==> src/hdl/arf_pkg.sv <==
package arf_pkg;
  // ==========================================================
  // register map (special-function-register space)
  localparam logic [7:0] ARF_ADDR_RESULT_LOW = 8'hBD;
  localparam logic [7:0] ARF_ADDR_RESULT_HIGH = 8'hBE;
  localparam logic [7:0] ARF_RESULT_RESET = 8'h00;
  // ==========================================================
  // result word layout
  localparam int ARF_RAW_WIDTH = 10;
  localparam int ARF_BYTE_WIDTH = 8;
  localparam logic [7:0] ARF_ZERO_BYTE = 8'h00;
  localparam logic [5:0] ARF_ZERO_PAD = 6'h00;
endpackage

==> src/hdl/arf_align.sv <==
`timescale 1ns/1ns
`default_nettype none
module arf_align
  import arf_pkg::*;
(
  input wire logic [ARF_RAW_WIDTH-1:0] i_raw, // raw converter word
  input wire logic i_left_justify_select, // 1 = left aligned
  input wire logic i_eight_bit_mode, // 1 = 8-bit conversion
  output logic [ARF_BYTE_WIDTH-1:0] o_high, // formatted high byte
  output logic [ARF_BYTE_WIDTH-1:0] o_low // formatted low byte
);
  // ==========================================================
  // justification steering
  always_comb begin
    if (i_eight_bit_mode) begin
      o_high = i_raw[ARF_BYTE_WIDTH-1:0];
      o_low = ARF_ZERO_BYTE;
    end else if (i_left_justify_select) begin
      o_high = i_raw[ARF_RAW_WIDTH-1:2];
      o_low = {i_raw[1:0], ARF_ZERO_PAD};
    end else begin
      o_high = {ARF_ZERO_PAD, i_raw[ARF_RAW_WIDTH-1:ARF_BYTE_WIDTH]};
      o_low = i_raw[ARF_BYTE_WIDTH-1:0];
    end
  end
endmodule
`default_nettype wire

==> src/hdl/arf_result_formatter.sv <==
// Operation
// - right justify: high byte zeros, top two bits
// - left justify: high byte holds top eight bits
// - 8-bit mode: high byte holds whole result
// - right justify: low byte holds low eight
// - left justify: low bits 7:6, rest zero
// - 8-bit mode: low byte reads zero
`timescale 1ns/1ns
`default_nettype none
module arf_result_formatter
  import arf_pkg::*;
(
  input wire logic I_CLK, // system clock, 50 MHz
  input wire logic I_RST_B, // async reset, active low
  input wire logic [ARF_RAW_WIDTH-1:0] I_RAW, // raw result from converter core
  input wire logic I_DONE, // one-cycle conversion complete pulse
  input wire logic I_LEFT_JUSTIFY_SELECT, // justification select
  input wire logic I_EIGHT_BIT_MODE, // 8-bit conversion mode
  input wire logic I_SFR_WR, // register write strobe
  input wire logic [7:0] I_SFR_ADDR, // register address
  input wire logic [7:0] I_SFR_WDATA, // register write data
  output logic [ARF_BYTE_WIDTH-1:0] O_RESULT_HIGH, // high result byte
  output logic [ARF_BYTE_WIDTH-1:0] O_RESULT_LOW // low result byte
);
  typedef struct packed {
    logic [ARF_BYTE_WIDTH-1:0] high_ff;
    logic [ARF_BYTE_WIDTH-1:0] low_ff;
  } arf_state_t;

  arf_state_t cur_ff;
  arf_state_t nxt_cur;
  logic [ARF_BYTE_WIDTH-1:0] fmt_high;
  logic [ARF_BYTE_WIDTH-1:0] fmt_low;
  logic wr_high;
  logic wr_low;

  // bits of the raw word that spill past one byte
  localparam int ARF_SPILL = ARF_RAW_WIDTH - ARF_BYTE_WIDTH;

  // ==========================================================
  // address decode, shared by both byte registers
  // one compare per register keeps the two strobes exclusive
  function automatic logic arf_hit(input logic [7:0] addr, input logic [7:0] target);
    arf_hit = (addr == target);
  endfunction

  // write strobes per byte; any other address is ignored
  assign wr_high = I_SFR_WR && arf_hit(I_SFR_ADDR, ARF_ADDR_RESULT_HIGH);
  assign wr_low = I_SFR_WR && arf_hit(I_SFR_ADDR, ARF_ADDR_RESULT_LOW);

  // ==========================================================
  // formatting of the raw word
  arf_align u_align (
    .i_raw(I_RAW),
    .i_left_justify_select(I_LEFT_JUSTIFY_SELECT),
    .i_eight_bit_mode(I_EIGHT_BIT_MODE),
    .o_high(fmt_high),
    .o_low(fmt_low)
  );

  // ==========================================================
  // next state: completion beats software write
  always_comb begin
    nxt_cur = cur_ff;
    if (I_DONE) begin
      nxt_cur.high_ff = fmt_high;
      nxt_cur.low_ff = fmt_low;
    end else if (I_SFR_WR) begin
      if (wr_high) begin
        nxt_cur.high_ff = I_SFR_WDATA;
      end
      if (wr_low) begin
        nxt_cur.low_ff = I_SFR_WDATA;
      end
    end
  end

  // state register
  always_ff @(posedge I_CLK or negedge I_RST_B) begin
    if (!I_RST_B) begin
      cur_ff <= '{high_ff: ARF_RESULT_RESET, low_ff: ARF_RESULT_RESET};
    end else begin
      cur_ff <= nxt_cur;
    end
  end

  assign O_RESULT_HIGH = cur_ff.high_ff;
  assign O_RESULT_LOW = cur_ff.low_ff;

  // ==========================================================
  // checks
  right_high_a: assert property (@(posedge I_CLK) disable iff (!I_RST_B)
    I_DONE && !I_EIGHT_BIT_MODE && !I_LEFT_JUSTIFY_SELECT |=> O_RESULT_HIGH == {6'h00, $past(I_RAW[9:8])})
    else $error("right justified high byte wrong");
  left_high_a: assert property (@(posedge I_CLK) disable iff (!I_RST_B)
    I_DONE && !I_EIGHT_BIT_MODE && I_LEFT_JUSTIFY_SELECT |=> O_RESULT_HIGH == $past(I_RAW[9:2]))
    else $error("left justified high byte wrong");
  eight_high_a: assert property (@(posedge I_CLK) disable iff (!I_RST_B)
    I_DONE && I_EIGHT_BIT_MODE |=> O_RESULT_HIGH == $past(I_RAW[7:0]))
    else $error("8-bit high byte wrong");
  right_low_a: assert property (@(posedge I_CLK) disable iff (!I_RST_B)
    I_DONE && !I_EIGHT_BIT_MODE && !I_LEFT_JUSTIFY_SELECT |=> O_RESULT_LOW == $past(I_RAW[7:0]))
    else $error("right justified low byte wrong");
  left_low_a: assert property (@(posedge I_CLK) disable iff (!I_RST_B)
    I_DONE && !I_EIGHT_BIT_MODE && I_LEFT_JUSTIFY_SELECT |=> O_RESULT_LOW == {$past(I_RAW[1:0]), 6'h00})
    else $error("left justified low byte wrong");
  eight_low_a: assert property (@(posedge I_CLK) disable iff (!I_RST_B)
    I_DONE && I_EIGHT_BIT_MODE |=> O_RESULT_LOW == 8'h00)
    else $error("8-bit low byte not zero");
  pair_hold_a: assert property (@(posedge I_CLK) disable iff (!I_RST_B)
    !I_DONE && !I_SFR_WR |=> $stable(O_RESULT_HIGH) && $stable(O_RESULT_LOW))
    else $error("result bytes changed without cause");

  // ==========================================================
  // capture and write path checks
  // completion loads both bytes from one formatted word
  pair_load_a: assert property (@(posedge I_CLK) disable iff (!I_RST_B)
    I_DONE
    |=> O_RESULT_HIGH == $past(fmt_high) && O_RESULT_LOW == $past(fmt_low))
    else $error("result pair not loaded together");

  // a write colliding with completion is dropped
  done_wins_a: assert property (@(posedge I_CLK) disable iff (!I_RST_B)
    I_DONE && I_SFR_WR
    |=> O_RESULT_HIGH == $past(fmt_high) && O_RESULT_LOW == $past(fmt_low))
    else $error("colliding write not dropped");

  // software write lands in the high byte
  write_high_a: assert property (@(posedge I_CLK) disable iff (!I_RST_B)
    !I_DONE && wr_high
    |=> O_RESULT_HIGH == $past(I_SFR_WDATA))
    else $error("high byte write lost");

  // software write lands in the low byte
  write_low_a: assert property (@(posedge I_CLK) disable iff (!I_RST_B)
    !I_DONE && wr_low
    |=> O_RESULT_LOW == $past(I_SFR_WDATA))
    else $error("low byte write lost");

  // a low byte write leaves the high byte alone
  high_keeps_a: assert property (@(posedge I_CLK) disable iff (!I_RST_B)
    !I_DONE && wr_low
    |=> $stable(O_RESULT_HIGH))
    else $error("high byte hit by low write");

  // a high byte write leaves the low byte alone
  low_keeps_a: assert property (@(posedge I_CLK) disable iff (!I_RST_B)
    !I_DONE && wr_high
    |=> $stable(O_RESULT_LOW))
    else $error("low byte hit by high write");

  // writes to other addresses change nothing
  stray_write_a: assert property (@(posedge I_CLK) disable iff (!I_RST_B)
    !I_DONE && I_SFR_WR && !wr_high && !wr_low
    |=> $stable(O_RESULT_HIGH) && $stable(O_RESULT_LOW))
    else $error("stray write changed a byte");

  // ==========================================================
  // formatting checks on the aligned word
  // right justified high byte is padded with zeros
  right_pad_a: assert property (@(posedge I_CLK) disable iff (!I_RST_B)
    !I_EIGHT_BIT_MODE && !I_LEFT_JUSTIFY_SELECT
    |-> fmt_high[ARF_BYTE_WIDTH-1:ARF_SPILL] == ARF_ZERO_PAD)
    else $error("right justified pad not zero");

  // right justified high byte carries the top bits
  right_top_a: assert property (@(posedge I_CLK) disable iff (!I_RST_B)
    !I_EIGHT_BIT_MODE && !I_LEFT_JUSTIFY_SELECT
    |-> fmt_high[ARF_SPILL-1:0] == I_RAW[ARF_RAW_WIDTH-1:ARF_BYTE_WIDTH])
    else $error("right justified top bits wrong");

  // left justified high byte carries the upper eight bits
  left_word_a: assert property (@(posedge I_CLK) disable iff (!I_RST_B)
    !I_EIGHT_BIT_MODE && I_LEFT_JUSTIFY_SELECT
    |-> fmt_high == I_RAW[ARF_RAW_WIDTH-1:ARF_SPILL])
    else $error("left justified word wrong");

  // 8-bit mode ignores the justification select
  eight_word_a: assert property (@(posedge I_CLK) disable iff (!I_RST_B)
    I_EIGHT_BIT_MODE
    |-> fmt_high == I_RAW[ARF_BYTE_WIDTH-1:0])
    else $error("8-bit word wrong");

  // right justified low byte carries the low eight bits
  right_word_a: assert property (@(posedge I_CLK) disable iff (!I_RST_B)
    !I_EIGHT_BIT_MODE && !I_LEFT_JUSTIFY_SELECT
    |-> fmt_low == I_RAW[ARF_BYTE_WIDTH-1:0])
    else $error("right justified low byte wrong");

  // left justified low byte carries the two lowest bits on top
  left_top_a: assert property (@(posedge I_CLK) disable iff (!I_RST_B)
    !I_EIGHT_BIT_MODE && I_LEFT_JUSTIFY_SELECT
    |-> fmt_low[ARF_BYTE_WIDTH-1:ARF_BYTE_WIDTH-ARF_SPILL] == I_RAW[ARF_SPILL-1:0])
    else $error("left justified low bits wrong");

  // left justified low byte is padded with zeros below
  left_pad_a: assert property (@(posedge I_CLK) disable iff (!I_RST_B)
    !I_EIGHT_BIT_MODE && I_LEFT_JUSTIFY_SELECT
    |-> fmt_low[ARF_BYTE_WIDTH-ARF_SPILL-1:0] == ARF_ZERO_PAD)
    else $error("left justified pad not zero");

  // 8-bit mode low byte always zero
  eight_zero_a: assert property (@(posedge I_CLK) disable iff (!I_RST_B)
    I_EIGHT_BIT_MODE
    |-> fmt_low == ARF_ZERO_BYTE)
    else $error("8-bit low byte not zero");

  // ==========================================================
  // reset checks
  // high byte is clear at the first edge after release
  reset_high_a: assert property (@(posedge I_CLK)
    $rose(I_RST_B)
    |-> O_RESULT_HIGH == ARF_RESULT_RESET)
    else $error("high byte not clear after reset");

  // low byte is clear at the first edge after release
  reset_low_a: assert property (@(posedge I_CLK)
    $rose(I_RST_B)
    |-> O_RESULT_LOW == ARF_RESULT_RESET)
    else $error("low byte not clear after reset");
endmodule
`default_nettype wire

==> config.mk <==
export PLATFORM = sky130hd
export DESIGN_NAME = arf_result_formatter
export DESIGN_NICKNAME = d
export VERILOG_FILES = /design/src/hdl/arf_pkg.sv /design/src/hdl/arf_align.sv /design/src/hdl/arf_result_formatter.sv
export SDC_FILE = /design/constraint.sdc
export NUM_CORES = 1
export LEC_CHECK = 0
export BUFFER_PORTS_ARGS = -buffer_cell sky130_fd_sc_hd__buf_4
export CORE_MARGIN = 2
export CORE_UTILIZATION = 45
export DETAILED_ROUTE_END_ITERATION = 8
export GPL_ROUTABILITY_DRIVEN = 0
export HOLD_SLACK_MARGIN = 0.05
export PLACE_DENSITY = 0.81
export SYNTH_ARGS = -nofsm -noshare
export SYNTH_HDL_FRONTEND = slang
export SYNTH_HIERARCHICAL = 1
export SYNTH_SLANG_ARGS = --single-unit
==> constraint.sdc <==
create_clock -name I_CLK -period 1.22 [get_ports I_CLK]
set_clock_uncertainty 0.2 [all_clocks]
set_input_delay 0.305 -clock I_CLK [delete_from_list [all_inputs] [get_ports I_CLK]]
set_output_delay 0.305 -clock I_CLK [all_outputs]
set_load 0.01 [all_outputs]
# After elaboration in Yosys (flattened, before gate mapping)
# Index checks and enable logic that the tools add are counted.
[totals]
register_bits = 16
in_bits = 32
output_inout_bits = 16
wordCells = 19
[classes]
eq_ne = 2
muxes = 8
reduce_logical = 7
[op_table]
columns = ["cell", "count"]
rows = [
  ["$mux 8", 6],
  ["$mux 16", 2],
  ["$eq 8x8->1 const B", 2],
  ["$reduce_bool 2->1", 3],
  ["$reduce_and 2->1", 2],
  ["$logic_and 1x1->1", 2],
]

# Logic depth before layout (Yosys ltp)
[logic_depth]
ltp_word = 5
mapped_depth = 6
ltp_nobuf = 4

# By module
# Netlist, hierarchy kept.
[by_module_without_submodules]
columns = ["mod", "instances", "cells_per_inst", "area_per_inst_um2", "seq_area_each_um2"]
rows = [
  ["arf_result_formatter", 1, 85, 925.9, 400.4],
  ["arf_align", 1, 33, 225.2, 0.0],
]

# Worst setup path before layout
# No wires, ideal clock.
[synth_timing]
kind = "input -> register"
startpoint = "input port I_SFR_ADDR[4]"
endpoint = "register cur_ff (netlist bit O_RESULT_HIGH[0])"
setup_time_ps = 126
arrival_ps = 1189
t_required_ps = 894
setup_slack_ps = -295
cell_stages = 5
n_path_buf = 2
cell_sequence = "and3_1 buf_2 and3_4 buf_6 a221o_1"
[synth_between]
elab_chain_len = 4
[synth_lines]
columns = ["element", "line_no", "rtl"]
rows = [
  ["start, declared", "arf_result_formatter.sv:20", "input wire logic [7:0] I_SFR_ADDR,"],
  ["$eq 8x8->1", "arf_result_formatter.sv:44", "arf_hit = (addr == target);"],
  ["$logic_and 1x1->1", "arf_result_formatter.sv:48", "assign wr_high = I_SFR_WR && arf_hit(I_SFR_ADDR, ARF_ADDR_RESULT_HIGH);"],
  ["$reduce_bool 2->1 (no source line)", "n/a", ""],
  ["$reduce_and 2->1 (no source line)", "n/a", ""],
  ["end signal, assigned", "arf_result_formatter.sv:81", "cur_ff <= '{high_ff: ARF_RESULT_RESET, low_ff: ARF_RESULT_RESET};"],
  ["end signal, assigned", "arf_result_formatter.sv:83", "cur_ff <= nxt_cur;"],
  ["end, declared", "arf_result_formatter.sv:30", "arf_state_t cur_ff;"],
]
# Every way passes these cells.
# A chain may end at the register's enable or synchronous reset.

# Final worst setup path
[layout_timing]
startpoint = "register cur_ff (netlist bit O_RESULT_LOW[6])"
endpoint = "output port O_RESULT_LOW[6]"
[layout_lines]
columns = ["element", "line_no", "rtl"]
rows = [
  ["end, declared", "arf_result_formatter.sv:23", "output logic [ARF_BYTE_WIDTH-1:0] O_RESULT_LOW"],
]
# No word-level cell between the ends.

==> reports/results.tsv <==
stage	metric	value	unit
layout	multi_input_area	719	um2
clock_tree	clock-sinks	16	
timing	drv_slew	0	
synthesis	synth_seq_area_share	34.8	%
timing	fmax	745	MHz
clock_tree	cts_tree	done	
clock_tree	htreeDepth	1	
synthesis	syn_inst	118	
synthesis	synth-main-ff-cell	dfrtp_1	
clock_tree	clk_pin_slew	0.10	ns
synthesis	ys_types	30	
place	dp_hpwl	2.47	mm
worst_setup_path	worstPathArrival	0.84	ns
worst_setup_path	crit_slowest_cell	dfrtp_1	
worst_setup_path	start_kind	flop	
timing	setup-violations-final	24	
timing	setup_slack	-0.121	ns
run	drv_cap	0	
layout	n_antenna_cell	0	
pwr	p_leak	0.935	nW
synthesis	synth.net_count	150	
die	fp.dieH	54.6	um
place	place_inst	201	
timing	hold_viol	0	
layout	final_cells	221	
synthesis	synth_area_per_cell	9.76	um2
worst_setup_path	critical_path_required	0.71	ns
clock_tree	cts-root-buf	clkbuf_4	
die	start_util	46.9	%
worst_setup_path	worst-setup-path-type	reg2out	
worst_setup_path	crit_path_max_fanout	2	
pwr	power.density	797	nW/um2
worst_setup_path	critPathBufInv	1	
worst_setup_path	reg2reg_from	O_RESULT_LOW[1]	
clock_tree	cts_buffer_depth	2	
place	portBuffers	47	
global_routing	grt_pass1_wl	5.66	mm
clock_tree	clock_latency	0.29	ns
drt	drt_drc_violations_left	0	
synthesis	synthesis.area	1150	um2
worst_setup_path	path_cells	buf_6	
timing	period_share	110	%
drt	vias_per_cell	5.86	
synthesis	synth_most_common_cell	dfrtp_1	
die	die_area	2980	um2
global_routing	track_usage	26.8	%
worst_setup_path	r2r_end	O_RESULT_LOW[1]	
layout	layout.nets	224	
layout	final-seq-area	400	um2
min_path	hold_class	in2reg	
worst_setup_path	r2r_slack	-0.01	ns
worst_setup_path	worst-r2r-cell-count	3	
worst_setup_path	cp-end-kind	primary output	
global_routing	grt_start_max_net_pins	19	
layout	drive_above_1_share	48.7	%
pwr	ir_drop	0.000642	V
min_path	hold_depth	5	
timing	rsz0062_at_grt	yes	
drt	initialDrtViolationCount	63	
drt	wl_per_cell	16.4	um
synthesis	async_flop_share	100	%
synthesis	yosysTopAreaCell	dfrtp_1	
die	boundaryPins	48	
pwr	p_total	1.53	mW
die	fp.coreArea	2450	um2
clock_tree	numCtsBuffers	3	
worst_setup_path	crit_family	flip-flops	
drt	first_pass_iters	4	
min_path	hold-path-endpoint	O_RESULT_HIGH[6]	
global_routing	grt_antenna_before_repair	0	
drt	drt_wl_total	3.62	mm
global_routing	grt_overflow	0	
die	rows	18	
synthesis	synth-warning-count	6	
synthesis	ys_seq_elements	16	
outcome	violations	setup timing	
layout	fill_cells	153	
timing	slew_headroom	81.6	%
synthesis	yosys-top-cells-area	dfrtp_1 (35%), a221o_1 (11%), o311a_1 (6.1%)	
timing	min_period	1.34	ns
drt	dr_total_vias	1295	
synthesis	synth_edf_count	0	
synthesis	yosys-top-cells-count	dfrtp_1 (16), a221o_1 (13), nand2_1 (12)	
synthesis	synth_top_area_share	34.8	%
die	die_w	54.6	um
global_routing	grt_pass1_vias	1170	
outcome	status	complete, but fails checks	
drt	antenna_left	0	
min_path	holdCritStartpoint	I_RAW[6]	
layout	syn2layout_area_growth	66.6	%
timing	tightest_slew	0.275	ns
worst_setup_path	slowest_delay	0.42	ns
==> repair_timing <==
| item | CTS | global route |
|---|---|---|
| buffers inserted | 10 | 3 |
| pin swaps | 10 | 1 |
| resized for setup | 31 | 4 |
| endpoints found under the hold margin | 16 | 0 |
| hold buffers | 1 | 0 |
| endpoints found under the setup margin | 30 | 29 |
| gates cloned | 3 | 0 |
==> flip-flops by register name, indices dropped and copies added, names as in the netlist <==
signal         cells
O_RESULT_HIGH      8
O_RESULT_LOW       8
==> layout make-up <==
type	instances	area share [%]
multi-input combinational	85	37.5
sequential	16	20.9
tap	30	1.96
inverter	9	1.76
timing repair buffer	77	36.0
clock buffer	4	1.89
==> cell usage in the layout (no fill, tap or decap), drive strengths merged <==
cell	Yosys	routed
dfrtp	16	16
and2	6	6
o21ai	5	5
nor2	3	3
o211ai	1	1
inv	9	9
nand2	12	12
o311a	7	7
a311oi	6	6
buf	8	76
nand2b	1	2
nor3	1	1
a221o	13	13
nand3	1	1
dlygate4sd3	0	1
nand4	2	2
or4b	1	1
mux2i	4	4
nand4b	1	2
nor2b	10	10
a22o	3	3
clkbuf	3	4
o311ai	2	2
and4b	1	2
and3	2	2
==> metrics by stage <==
step / util, % / instance area (um2) / TNS, ns / setup slack, ns / hold WS [ns]
2_1_floorplan: - / 1160 / -3.56 / -0.257 / -0.191
3_3_place_gp: 65.4 / 1610 / -5.66 / -0.374 / -0.0270
3_5_place_dp: 65.4 / 1610 / -5.88 / -0.416 / -0.0219
4_1_cts: 76.4 / 1880 / -1.76 / -0.125 / 0.153
5_1_grt: 78.1 / 1920 / -2.58 / -0.158 / 0.178
6_report: 78.1 / 1920 / -1.79 / -0.121 / 0.147
==> report_power, final <==
part	switching, mW	internal (mW)
clock network	0.183	0.182
registers	0.0334	0.575
logic	0.227	0.328
total	0.444	1.08
==> worst max-delay path by stage <==
stage                     startpoint                to  cells after the start  slack [ns]
global placement       I_SFR_ADDR[1]   O_RESULT_LOW[0]                      4       -0.37
detailed placement     I_SFR_ADDR[6]   O_RESULT_LOW[3]                      4       -0.42
CTS                 O_RESULT_HIGH[7]  O_RESULT_HIGH[7]                      1       -0.13
floorplan              I_SFR_ADDR[7]  O_RESULT_HIGH[2]                      5       -0.26
finish               O_RESULT_LOW[6]   O_RESULT_LOW[6]                      1       -0.12
global route         O_RESULT_LOW[3]   O_RESULT_LOW[3]                      1       -0.16
==> cell families after synthesis <==
logic type | after synthesis | share of synthesized area [%]
AOI/OAI and AO/OA | 37 | 28.6
and+or+nand+nor | 41 | 23.2
DFF | 16 | 34.8
muxes | 4 | 3.48
buffers and inverters | 20 | 10.0
==> routing by layer <==
metal	track usage (%)	vias to the layer above	part of all wire, %
li1	-	609	-
met1	34.1	626	40
met5	0	-	0
met3	3.28	2	6.5
met4	6.67	0	0.52
met2	47.8	58	53
Note: power is estimated with default switching activity, not from simulation.
